===== config.mk =====
export PLATFORM = sky130hd
export DESIGN_NAME = cos_semantics
export DESIGN_NICKNAME = d
export VERILOG_FILES = /design/src/verilog/cos_pkg.sv /design/src/verilog/cos_semantics.sv /design/src/verilog/cos_addr_guard.sv
export VERILOG_INCLUDE_DIRS = /design/src /design/src/verilog
export SDC_FILE = /design/constraint.sdc
export NUM_CORES = 1
export LEC_CHECK = 0
export BUFFER_PORTS_ARGS = -buffer_cell sky130_fd_sc_hd__buf_4
export CORE_MARGIN = 8
export CORE_UTILIZATION = 55
export DETAILED_ROUTE_END_ITERATION = 12
export GPL_TIMING_DRIVEN = 0
export PLACE_DENSITY = 0.88
export SYNTH_ARGS = -nofsm -noshare
export SYNTH_HDL_FRONTEND = slang
export SYNTH_SLANG_ARGS = --single-unit

===== constraint.sdc =====
create_clock -name clk_i -period 6.3 [get_ports clk_i]
set_input_delay 0 -clock clk_i [delete_from_list [all_inputs] [get_ports clk_i]]
set_output_delay 0 -clock clk_i [all_outputs]
set_load 0.005 [all_outputs]

===== src/verilog/cos_cfg.svh =====
// constants for the operand semantics unit: field positions, codes, offsets
// assumes 16-bit instruction words with octal-style 3-bit mode/reg fields
`ifndef COS_CFG_SVH
`define COS_CFG_SVH

`define COS_W 16
// operand field positions
`define COS_SRC_MODE 11:9
`define COS_SRC_REG 8:6
`define COS_DST_MODE 5:3
`define COS_DST_REG 2:0
`define COS_BYTE_BIT 15
`define COS_TWO_OP 14:12
`define COS_TOP10 15:6
`define COS_TOP7 15:9
`define COS_TOP4 15:12
// addressing modes
`define COS_M_REG 3'h0
`define COS_M_AINC 3'h2
`define COS_M_AINCD 3'h3
`define COS_M_ADEC 3'h4
`define COS_M_ADECD 3'h5
`define COS_M_IDX 3'h6
`define COS_M_IDXD 3'h7
`define COS_REG_PC 3'h7
`define COS_REG_SP 3'h6
// opcode patterns
`define COS_TWO_LO 3'h1
`define COS_TWO_HI 3'h6
`define COS_OP_JUMP 10'h001
`define COS_OP_SWAP 10'h003
`define COS_OP_MARK 10'h034
`define COS_OP_SEXT 10'h037
`define COS_OP_CALL 7'h04
`define COS_OP_MUL 7'h38
`define COS_OP_DIV 7'h39
`define COS_OP_ASH 7'h3a
`define COS_OP_ARITH_SHIFT_COMBINED_INSTR 7'h3b
`define COS_OP_XOR 7'h3c
`define COS_OP_DECBR 7'h3f
`define COS_OP_FP 4'hf
`define COS_OP_TRET 16'h0006
// offsets and steps
`define COS_STEP_WORD 16'h0002
`define COS_STEP_BYTE 16'h0001
`define COS_PC_OFS_IDX 16'h0004
`define COS_PC_OFS_NEXT 16'h0002
`define COS_VEC_ILL 8'h04
// general-register window on the bus
`define COS_GREG_LO 16'hffc0
`define COS_GREG_HI 16'hffcf

`endif


===== src/verilog/cos_pkg.sv =====
// types shared by the operand semantics unit
// assumes cos_cfg.svh supplies the numeric constants
package cos_pkg;

  typedef enum logic [3:0] {
    COS_OTHER,
    COS_TWO_OPERAND_INSTR,
    COS_JUMP_INSTR,
    COS_SUBROUTINE_CALL_INSTR,
    COS_BYTE_SWAP_INSTR,
    COS_DECREMENT_BRANCH_INSTR,
    COS_STACK_MARK,
    COS_TRACE_RETURN_INSTR,
    COS_SIGN_EXTEND_INSTR,
    COS_ARITH_SHIFT_INSTR,
    COS_ARITH_SHIFT_COMBINED_INSTR,
    COS_DIVIDE,
    COS_MULTIPLY,
    COS_EXCL_OR,
    COS_FLOAT
  } cos_class_e;

  // flags ordered n, z, v, c
  typedef struct packed {
    cos_class_e cls;
    logic trap;
    logic [7:0] vector;
    logic [15:0] src_val;
    logic [15:0] target;
    logic target_ok;
    logic reg_we;
    logic [2:0] reg_idx;
    logic [15:0] reg_val;
    logic [15:0] swap_res;
    logic [3:0] flags;
  } cos_dec_s;

endpackage


===== src/verilog/cos_semantics.sv =====
// operand semantics unit: classifies one instruction, resolves same-register
// side effects, pc stores, autoincrement jump targets, illegal jump traps, and guards the
// general-register bus window.
// assumes the core presents register values of the src and dst fields in the
// same cycle as the instruction; results follow one clock later.
`timescale 1ns/1ps
`default_nettype none
`include "cos_cfg.svh"

module cos_semantics
  import cos_pkg::*;
(
  // clock and reset
  input wire logic clk_i,
  input wire logic rst_b_i,
  // instruction in
  input wire logic dec_valid_i,
  input wire logic [15:0] instr_i,
  input wire logic [15:0] instr_addr_i,
  input wire logic [15:0] src_reg_val_i,
  input wire logic [15:0] dst_reg_val_i,
  // bus address check in
  input wire logic bus_req_i,
  input wire logic [15:0] bus_addr_i,
  input wire logic bus_console_i,
  // decode result out
  output logic dec_valid_o,
  output cos_dec_s dec_o,
  // bus check out
  output logic bus_chk_valid_o,
  output logic bus_timeout_o
);

  ////////////////////////////////////////////////////////////////////////////
  // helpers

  function automatic logic is_inc(input logic [2:0] m);
    is_inc = (m == `COS_M_AINC) || (m == `COS_M_AINCD);
  endfunction

  function automatic logic is_dec(input logic [2:0] m);
    is_dec = (m == `COS_M_ADEC) || (m == `COS_M_ADECD);
  endfunction

  // byte ops step by one except on sp and pc, which stay word aligned
  function automatic logic [15:0] step_of(input logic byte_op,
                                          input logic [2:0] r);
    step_of = (byte_op && r != `COS_REG_SP && r != `COS_REG_PC) ?
              `COS_STEP_BYTE : `COS_STEP_WORD;
  endfunction

  ////////////////////////////////////////////////////////////////////////////
  // field split and class decode

  logic [2:0] smode, sreg, dmode, dreg;
  logic byte_op;
  cos_class_e cls;

  assign smode = instr_i[`COS_SRC_MODE];
  assign sreg = instr_i[`COS_SRC_REG];
  assign dmode = instr_i[`COS_DST_MODE];
  assign dreg = instr_i[`COS_DST_REG];
  // code 6 with the top bit set is the word subtract, not a byte op
  assign byte_op = instr_i[`COS_BYTE_BIT] &&
                   (instr_i[`COS_TWO_OP] != `COS_TWO_HI);

  always_comb begin
    cls = COS_OTHER;
    if (instr_i[`COS_TOP4] == `COS_OP_FP) begin
      cls = COS_FLOAT;
    end else if (instr_i[`COS_TWO_OP] >= `COS_TWO_LO &&
                 instr_i[`COS_TWO_OP] <= `COS_TWO_HI) begin
      cls = COS_TWO_OPERAND_INSTR;
    end else if (instr_i == `COS_OP_TRET) begin
      cls = COS_TRACE_RETURN_INSTR;
    end else begin
      case (instr_i[`COS_TOP10])
        `COS_OP_JUMP: cls = COS_JUMP_INSTR;
        `COS_OP_SWAP: cls = COS_BYTE_SWAP_INSTR;
        `COS_OP_MARK: cls = COS_STACK_MARK;
        `COS_OP_SEXT: cls = COS_SIGN_EXTEND_INSTR;
        default: begin
          case (instr_i[`COS_TOP7])
            `COS_OP_CALL: cls = COS_SUBROUTINE_CALL_INSTR;
            `COS_OP_MUL: cls = COS_MULTIPLY;
            `COS_OP_DIV: cls = COS_DIVIDE;
            `COS_OP_ASH: cls = COS_ARITH_SHIFT_INSTR;
            `COS_OP_ARITH_SHIFT_COMBINED_INSTR: cls = COS_ARITH_SHIFT_COMBINED_INSTR;
            `COS_OP_XOR: cls = COS_EXCL_OR;
            `COS_OP_DECBR: cls = COS_DECREMENT_BRANCH_INSTR;
            default: cls = COS_OTHER;
          endcase
        end
      endcase
    end
  end

  ////////////////////////////////////////////////////////////////////////////
  // operand semantics

  cos_dec_s dec_nxt;
  logic [15:0] step;
  logic same_reg;
  logic is_jmp;

  assign step = step_of(byte_op, dreg);
  assign same_reg = (sreg == dreg);
  assign is_jmp = (cls == COS_JUMP_INSTR) ||
                  (cls == COS_SUBROUTINE_CALL_INSTR);

  always_comb begin
    dec_nxt = '0;
    dec_nxt.cls = cls;
    dec_nxt.src_val = src_reg_val_i;
    dec_nxt.reg_idx = dreg;
    dec_nxt.reg_val = dst_reg_val_i;
    if (cls == COS_TWO_OPERAND_INSTR) begin
      // destination side effect is visible to a plain register source
      if (is_inc(dmode) || is_dec(dmode)) begin
        dec_nxt.reg_we = 1'b1;
        dec_nxt.reg_val = is_inc(dmode) ? dst_reg_val_i + step
                                        : dst_reg_val_i - step;
        if (smode == `COS_M_REG && same_reg) begin
          dec_nxt.src_val = dec_nxt.reg_val;
        end
      end
      if (smode == `COS_M_REG && sreg == `COS_REG_PC) begin
        // index word already fetched when pc is stored
        dec_nxt.src_val = (dmode == `COS_M_IDX || dmode == `COS_M_IDXD) ?
                          instr_addr_i + `COS_PC_OFS_IDX :
                          instr_addr_i + `COS_PC_OFS_NEXT;
      end
    end
    if (is_jmp) begin
      if (dmode == `COS_M_REG) begin
        dec_nxt.trap = 1'b1;
        dec_nxt.vector = `COS_VEC_ILL;
      end else if (dmode == `COS_M_AINC) begin
        dec_nxt.target = dst_reg_val_i;
        dec_nxt.target_ok = 1'b1;
        dec_nxt.reg_we = 1'b1;
        dec_nxt.reg_val = dst_reg_val_i + `COS_STEP_WORD;
      end
    end
    if (cls == COS_BYTE_SWAP_INSTR) begin
      dec_nxt.swap_res = {dst_reg_val_i[7:0], dst_reg_val_i[15:8]};
      dec_nxt.flags = {dst_reg_val_i[15], dst_reg_val_i[15:8] == 8'h00,
                       1'b0, 1'b0};
    end
  end

  always_ff @(posedge clk_i) begin
    if (!rst_b_i) begin
      dec_valid_o <= 1'b0;
      dec_o <= '0;
    end else begin
      dec_valid_o <= dec_valid_i;
      if (dec_valid_i) begin
        dec_o <= dec_nxt;
      end
    end
  end

  ////////////////////////////////////////////////////////////////////////////
  // bus window guard; console accesses get no exemption

  logic greg_hit;

  cos_addr_guard u_guard (
    .addr_i(bus_addr_i),
    .hit_o(greg_hit)
  );

  always_ff @(posedge clk_i) begin
    if (!rst_b_i) begin
      bus_chk_valid_o <= 1'b0;
      bus_timeout_o <= 1'b0;
    end else begin
      bus_chk_valid_o <= bus_req_i;
      bus_timeout_o <= bus_req_i && greg_hit;
    end
  end
endmodule
`default_nettype wire


===== src/verilog/cos_addr_guard.sv =====
// address window check for the general-register range
// assumes a 16-bit address from logic on the same clock
`timescale 1ns/1ps
`default_nettype none
`include "cos_cfg.svh"

module cos_addr_guard #(
  parameter logic [15:0] LO = `COS_GREG_LO,
  parameter logic [15:0] HI = `COS_GREG_HI
) (
  // address in
  input wire logic [15:0] addr_i,
  // window hit
  output logic hit_o
);

  assign hit_o = (addr_i >= LO) && (addr_i <= HI);

endmodule
`default_nettype wire


# ---- Word level (Yosys, flattened, before mapping)
# Index checks and enable logic that the tools add are counted.
dict set report op_classes {
  n_addsub 5
  magnitude_cmp 4
  eq_ne 28
  mux 25
  n_reduce_logical 16
}
# cell count
set ops {}
lappend ops {{$mux 16} 11}
lappend ops {{$mux 18} 3}
lappend ops {{$eq 7x6->1 const B} 6}
lappend ops {{$add 16x2->16 const B} 2}
lappend ops {{$pmux 4 s7} 1}
lappend ops {{$eq 10x6->1 const B} 2}
lappend ops {{$mux 20} 1}
lappend ops {{$mux 9} 2}
lappend ops {{$add 16x2->16} 1}
lappend ops {{$add 16x3->16 const B} 1}
lappend ops {{$eq 16x3->1 const B} 1}
lappend ops {{$ge 16x16->1 const B} 1}
lappend ops {{$le 16x16->1 const B} 1}
lappend ops {{$pmux 4 s4} 1}
lappend ops {{$sub 16x2->16} 1}
lappend ops {{$eq 3x3->1 const B} 5}
lappend ops {{$mux 4} 3}
lappend ops {{$eq 10x1->1 const B} 1}
lappend ops {{$eq 10x2->1 const B} 1}
lappend ops {{$ne 3x3->1 const B} 3}
lappend ops {{$eq 4x2->1 const B} 2}
lappend ops {{$logic_and 1x1->1} 8}
lappend ops {{$logic_not 8->1} 1}
lappend ops {{$eq 7x3->1 const B} 1}
lappend ops {{11 further kinds} 18}
dict set report word_totals {
  register_bits 89
  in_bits 85
  word_cells 92
}

# ---- Longest topological paths before layout
# Gate-level depths: netlist of run 1.
dict set report logic_depth {
  word_depth 12
  mapped_depth 12
}

# ---- Modules after synthesis
# From an unflattened synthesis of run 1, not the netlist that was laid out.
dict set report hier_totals {
  cells_unflattened 619
  hier_area_um2 4899.7
}
# mod instances cells_each area_each_um2 seq_area_each_um2
set modules_own_cells {}
lappend modules_own_cells {cos_semantics 1 615 4865.9 1561.5}
lappend modules_own_cells {cos_addr_guard 1 4 33.8 0.0}

# ---- Worst setup path after synthesis of run 1
# No wires, ideal clock.
dict set report synth_path {
  path_type {input port to flip-flop}
  start {in instr_i[4]}
  end {reg dec_o[72] (netlist bit)}
  setup_ns 0.137
  arrival_ns 2.619
  required_time_ns 6.163
  path_slack_ns 3.544
  cell_stages 11
  n_path_buf 1
  cell_sequence {clkbuf_1 > nor2b_1 > inv_1 > ha_1 > o21ai_0 > o21bai_1 > a211oi_1 > a2111oi_0 > o21bai_1 > a221oi_1 > a211oi_1}
}
dict set report synth_via {
  elab_chain_len 7
  elab_cells_between_ends 21
  classes_between {eq/ne: 8; mux: 9; reduce/logical: 4}
}
# item line
set synth_rtl {}
lappend synth_rtl {{from (decl)} cos_semantics.sv:18} ;# input wire logic [15:0] instr_i,
lappend synth_rtl {{branches (longest 6 deep; another with $eq 16x3->1)} -}
lappend synth_rtl {{$mux 16 (*)} cos_semantics.sv:117} ;# if (cls == COS_TWO_OPERAND_INSTR) begin
lappend synth_rtl {{to (signal assigned)} cos_semantics.sv:159} ;# dec_o <= dec_nxt;
lappend synth_rtl {{to (decl)} cos_semantics.sv:28} ;# output cos_dec_s dec_o,
# Every way passes the cells marked *.
# A chain may end at the register's enable or synchronous reset.

# ---- Worst setup path after layout of run 1
dict set report layout_path {
  start {in instr_i[4]}
  end {reg dec_o[70] (netlist bit)}
}
# Same word-level chain as after synthesis.

==> flow_metrics.tcl, run 1 <==
set metrics [dict create \
    layout_commonest_cell "buf_4" \
    cts.clk_slew.worst_paths_ns 0.09 \
    root_buffer "clkbuf_8" \
    post-route-min-period_ns 3.43 \
    cpPeakStageDelay_ns 0.70 \
    drive_gt1_share_pct 23.7 \
    sw_frac_of_total_pct 33.5 \
    path_class "in2reg" \
    path_buf_inv 3 \
    via_per_inst 6.37 \
    clock_power_share_pct 30.5 \
    end_kind "register" \
    dieHeight_um 112 \
    core-area_um2 9110 \
    yosysSeqAreaShare_pct 30.5 \
    total_leakage_power_nw 2.96 \
    synthArstFlopShare_pct 0 \
    first_pass_iters 5 \
    synth.avg_cell_area_um2 7.63 \
    worst-path-max-fanout 16 \
    hold_viol_final 0 \
    antenna_found_initial 0 \
    die-area_um2 12600 \
    setup_tns_ns 0 \
    switchingPower_uw 429 \
    fp.dieW_um 112 \
    clock_sinks 78 \
    grt_overflow_total 0 \
    p_seq_share_pct 41.2 \
    max_slew_margin_pct 28.7 \
    num_antenna_cells 0 \
    hold_class "in2reg" \
    finalCritPeriodShare_pct 54.4 \
    first_iter_violations 817 \
    crit_top_cell "a211oi_1" \
    critPathLaunchType "input pin" \
    synth_compound_area_share_pct 27.4 \
    n_fill_cell 704 \
    cp.arrival_ns 3.67 \
    ant_nets 0 \
    port_buffers 155 \
    status "finished clean" \
    clk_latency_ns 0.36 \
    clock.fmax_mhz 292 \
    setup_violations 0 \
    yosysWarnings 0 \
    num_io_pins 174 \
    synth_flop_cell "dfxtp_1" \
    power_density_nw_per_um2 185 \
    intPower_uw 852 \
    drc 0 \
    wl_per_cell_um 21.3 \
    post_cts_buffers 0 \
    place_inst 944 \
    num_rows 35 \
    grt_pass1_wl_mm 32.1 \
    synth_fa_ha_area_share_pct 4.80 \
    required_ns 6.54 \
    clock_skew_ns 0 \
    initial_utilization_pct 56.1 \
    maxCapViolations 0 \
    nNetsFinal 978 \
    rsz0062_at_grt "no" \
    dp.final_hpwl_mm 15.5 \
    routed_wl_mm 21.0 \
    p_comb_share_pct 28.3 \
    critPathTopFamily "compound AO/OA/AOI/OAI gates" \
    synth-edff-count 0 \
    worstMarginPinSlew_ns 1.07 \
    synth_top_family_by_area "compound AO/OA/AOI/OAI gates" \
    area_delta_synth_final_pct 35.7 \
    grt_pass1_vias 6088 \
    synthSimpleGateAreaFrac_pct 23.1 \
    synth_cell_types 75 \
    cts_buffer_depth 2 \
    syn_inst 670 \
    ir_drop_v 0.000127 \
    final_area_um2 6940 \
    grt_max_degree 17 \
    post-route-util_pct 76.1 \
    critPathSlowestCell "a211oi_1" \
    synth-xor-area-share_pct 6.00 \
    fin_cells 990 \
    synth_area_um2 5110 \
    synth_mux_area_share_pct 1.69 \
    cts_tree "yes" \
    htree_levels 3 \
    crit_chain "buf_4, clkbuf_1, nor2b_1, inv_1, ha_1, a211oi_1, o21bai_1, a211oi_1, a22oi_1, a31oi_1, xor2_1, o32ai_1" \
    synth_seq_cells 78 \
    vias 6304 \
    grt_use_total_pct 31.8 \
    gp_congestion 0.946 \
    cts_made_buffers 9 \
    place_area_um2 6440 \
    final_cell_mix "buf_4 (168), dfxtp_1 (78), nand2_1 (76)" \
    drv_slew 0 \
]
registers in the layout (all words and copies together) (netlist names):
| register | count |
|---|---|
| dec_o | 75 |
| dec_valid_o | 1 |
| bus_chk_valid_o | 1 |
| bus_timeout_o | 1 |
Yosys cell counts, types with 3 or more instances:
library cell  number  share of area, %
a211oi_1          13               1.9
a21o_1             7               1.0
a21oi_1           58               5.7
a221oi_1           6               1.0
a22oi_1           21               3.1
a311oi_1           3              0.51
a31oi_1            8              0.98
and2_1             4              0.49
and3_1            13               1.6
and4_1             3              0.51
buf_1              3              0.22
buf_2              6              0.59
buf_4             13               1.9
clkbuf_1          31               2.3
dfxtp_1           78                31
ha_1              18               4.4
inv_1             12              0.88
mux2i_1            6               1.2
nand2_1           76               5.6
nand2b_1           3              0.37
nand3_1           34               3.3
nand4_1            7              0.86
nor2_1            65               4.8
nor3_1            11               1.1
nor4_1             4              0.49
o211ai_1           5              0.73
o21ai_0           48               4.7
o21bai_1           3              0.44
o221ai_1           8               1.4
o22ai_1            4              0.49
o31ai_1            5              0.73
or2_2              3              0.37
or3_1              6              0.73
xnor2_1           19               3.3
xor2_1            16               2.7
power by group through the flow:
| stage | logic (mW) | clock network (mW) | registers (mW) |
|---|---|---|---|
| final | 0.362 | 0.391 | 0.528 |
| after global routing | 0.387 | 0.407 | 0.530 |
| after CTS | 0.351 | 0.388 | 0.527 |
| after detailed placement | 0.334 | 0 | 0.538 |
| after global placement | 0.330 | 0 | 0.538 |
| after floorplan | 0.183 | 0 | 0.537 |
timing repair:
| action | in CTS | in global routing |
|---|---|---|
| resized for setup | 0 | 0 |
| hold endpoints to repair | 41 | 0 |
| hold buffers | 30 | 0 |
layer usage:
| metal | part of all wire, % | vias up | GRT usage (%) |
|---|---|---|---|
| met4 | 4.8 | 0 | 18.8 |
| met5 | 0 | - | 0 |
| met3 | 11 | 98 | 6.49 |
| li1 | - | 2840 | - |
| met2 | 48 | 467 | 53.1 |
| met1 | 36 | 2899 | 37.0 |
worst min-delay path, stage by stage:
cell and delay, ns:
buf_4 0.18, a22oi_1 0.08, nor2_1 0.08
final timing paths:
kind / start / endpoint / slack, ns / cells after the start
worst min-delay path: dst_reg_val_i[12] / dec_o[8] / 0.01 / 3
worst max-delay path: instr_i[4] / dec_o[70] / 2.87 / 12
worst min register to register: dec_o[61] / dec_o[61] / 0.45 / 2
worst max register to register: dec_o[72] / dec_o[72] / 5.26 / 4
final cells by class:
type / instances / area (µm²) / area share (%)
Clock inverter: 5 / 58.8 / 0.848
Buffer: 55 / 278 / 4.01
Multi-Input combinational cell: 531 / 3250 / 46.9
Clock buffer: 11 / 131 / 1.89
Timing Repair Buffer: 185 / 1460 / 21.1
Inverter: 14 / 52.6 / 0.758
Sequential cell: 78 / 1560 / 22.5
Tap cell: 111 / 139 / 2.00
stage by stage:
stage / hold slack, ns / setup WS, ns / power [mW]
2_1_floorplan: 0.112 / 3.54 / 0.719
3_3_place_gp: 0.208 / 2.64 / 0.868
3_5_place_dp: 0.228 / 2.62 / 0.873
4_1_cts: 0.000766 / 2.98 / 1.27
5_1_grt: 0.0144 / 2.68 / 1.32
6_report: 0.0104 / 2.87 / 1.28
logic make-up (layout without fill, tap and decap cells):
kind of cell               count (synthesis)  after routing
AOI/OAI and AO/OA                        215            215
xor gates and xnor gates                  35             35
adders and majority gates                 19             19
buffers and inverters                     69            270
DFF                                       78             78
muxes                                      8              8
other                                      1              9
and+or+nand+nor                          245            245
(Power assumes the default switching activity.)
==> run 2, diff against run 1 <==
--- a/config.mk
+++ b/config.mk
@@ -8,10 +8,10 @@
 export LEC_CHECK = 0
 export BUFFER_PORTS_ARGS = -buffer_cell sky130_fd_sc_hd__buf_4
 export CORE_MARGIN = 8
-export CORE_UTILIZATION = 55
+export CORE_UTILIZATION = 51
 export DETAILED_ROUTE_END_ITERATION = 12
 export GPL_TIMING_DRIVEN = 0
-export PLACE_DENSITY = 0.88
+export PLACE_DENSITY = 0.83
 export SYNTH_ARGS = -nofsm -noshare
 export SYNTH_HDL_FRONTEND = slang
 export SYNTH_SLANG_ARGS = --single-unit
==> constraint.sdc (replaced) <==
create_clock -name clk_i -period 3.5 [get_ports clk_i]
set_input_delay 0 -clock clk_i [delete_from_list [all_inputs] [get_ports clk_i]]
set_output_delay 0 -clock clk_i [all_outputs]
set_load 0.005 [all_outputs]
==> flow_metrics.tcl, run 2 (synthesis results as in run 1) <==
set metrics [dict create \
    core-area_um2 9770 \
    grt_max_degree 17 \
    r2r-start "dec_o[72]" \
    fp.dieW_um 116 \
    nNetsFinal 982 \
    crit_top_cell "o21ai_0" \
    drv_slew 0 \
    largest_register_ffs 75 \
    clock.fmax_mhz 324 \
    power_density_nw_per_um2 329 \
    drive_gt1_share_pct 24.3 \
    critPathSlowestCell "o31ai_1" \
    n_fill_cell 782 \
    ir_drop_v 0.000277 \
    cts_made_buffers 9 \
    finalCritPeriodShare_pct 88.1 \
    max_slew_margin_pct 30.6 \
    crit_chain "buf_4, clkbuf_1, nor2b_2, clkinvlp_4, ha_1, o21ai_0, o21ai_0, nand2_1, o31ai_1, o21ai_0, o31ai_1, o21ai_0" \
    multi_input_comb_area_um2 3260 \
    post-route-min-period_ns 3.09 \
    die-area_um2 13500 \
    grtUsageMet3_pct 6.26 \
    intPower_mw 1.54 \
    fin_cells 1016 \
    gp_congestion 0.996 \
    antenna_found_initial 0 \
    grt_pass1_wl_mm 31.5 \
    required_ns 3.76 \
    clk_latency_ns 0.37 \
    num_io_pins 174 \
    end_kind "register" \
    path_class "in2reg" \
    final-seq-area_um2 1560 \
    first_pass_iters 5 \
    hold_viol_final 0 \
    wl_per_cell_um 20.3 \
    switchingPower_uw 765 \
    largest-register "dec_o" \
    hold_ws_ns 0.0665 \
    holdPathEnd "dec_o[71]" \
    root_buffer "clkbuf_8" \
    cts.clk_slew.worst_paths_ns 0.08 \
    via_per_inst 6.02 \
    maxCapViolations 0 \
    cts_buffer_depth 2 \
    worstMarginPinSlew_ns 1.04 \
    reg2reg_depth 4 \
    status "finished clean" \
    htree_levels 3 \
    grtUsageMet2_pct 49.7 \
    setup_ws_ns 0.415 \
    vias 6115 \
    use_met1_pct 36.1 \
    initial_utilization_pct 52.3 \
    p_seq_share_pct 41.2 \
    place_inst 966 \
    pre_cts_ws_ns -0.316 \
    port_buffers 155 \
    worst-path-max-fanout 10 \
    grt_use_total_pct 30.0 \
    num_rows 36 \
    holdCritStartpoint "src_reg_val_i[14]" \
    cp.arrival_ns 3.35 \
    ant_nets 0 \
    area_delta_synth_final_pct 37.2 \
    hold_class "in2reg" \
    clock_power_share_pct 30.3 \
    rsz0062_at_grt "no" \
    r2r-end "dec_o[72]" \
    r2r_slack_ns 2.50 \
    setup_violations 0 \
    cts_tree "yes" \
    critPathLaunchType "input pin" \
    p_comb_share_pct 28.5 \
    num_antenna_cells 0 \
    drc 0 \
    routed_wl_mm 20.6 \
    clock_skew_ns 0 \
    dieHeight_um 116 \
    hold_depth 4 \
    final_cell_mix "buf_4 (171), dfxtp_1 (78), nand2_1 (76)" \
    sw_frac_of_total_pct 33.2 \
    dp.final_hpwl_mm 15.4 \
    grt_overflow_total 0 \
    cpPeakStageDelay_ns 0.48 \
    total_leakage_power_nw 2.98 \
    layout_commonest_cell "buf_4" \
    grt_pass1_vias 5972 \
    clock_sinks 78 \
    first_iter_violations 662 \
    grt_most_used_layer "met2" \
]
[run 2: worst max-delay path: cells and delay by family]
family / cells / cell delay (ns)
fa+ha+maj: 1 / 0.46
buf+inv: 3 / 0.69
simple gates: 2 / 0.50
compound gates: 6 / 1.69
[run 2: power by group through the flow]
stage | sequential (mW) | combinational [mW] | clock [mW]
6_report | 0.949 | 0.656 | 0.699
5_1_grt | 0.953 | 0.705 | 0.741
4_1_cts | 0.949 | 0.633 | 0.702
3_5_place_dp | 0.969 | 0.604 | 0
3_3_place_gp | 0.968 | 0.597 | 0
2_1_floorplan | 0.966 | 0.329 | 0
[run 2: final cells by class]
class | instances | share of cell area [%]
multi-input combinational | 531 | 46.5
sequential | 78 | 22.3
timing repair buffer | 189 | 21.3
buffer | 55 | 3.96
tap | 133 | 2.37
clock buffer | 10 | 1.82
clock inverter | 6 | 0.999
inverter | 14 | 0.803
[run 2: how the worst max path moves through the flow]
stage,startpoint,end,slack (ns)
final,instr_i[4],dec_o[34],0.41
after global routing,instr_i[4],dec_o[34],0.15
after CTS,instr_i[4],dec_o[33],0.08
after detailed placement,instr_i[4],dec_o[33],-0.32
after global placement,instr_i[4],dec_o[70],-0.25
after floorplan,instr_i[4],dec_o[72],0.74
[run 2: timing repair]
item,CTS,global route
hold buffers,31,0
endpoints found under the hold margin,44,0
buffers inserted,0,3
endpoints found under the setup margin,0,9
gates resized for setup,0,3
[run 2: layer usage]
metal  part of all wire [%]  routed length, µm
met5                      0                  0
met4                    4.2                856
met3                     11               2190
met2                     47               9710
met1                     38               7840
[run 2: stage by stage]
step / utilization [%] / setup TNS, ns / cell area [µm²] / total power, mW
floorplan: - / 0 / 5140 / 1.29
finish: 71.8 / 0 / 7010 / 2.30
global placement: 66.2 / -0.842 / 6470 / 1.56
CTS: 71.4 / 0 / 6980 / 2.28
global route: 71.8 / 0 / 7010 / 2.40
detailed placement: 66.2 / -1.33 / 6470 / 1.57
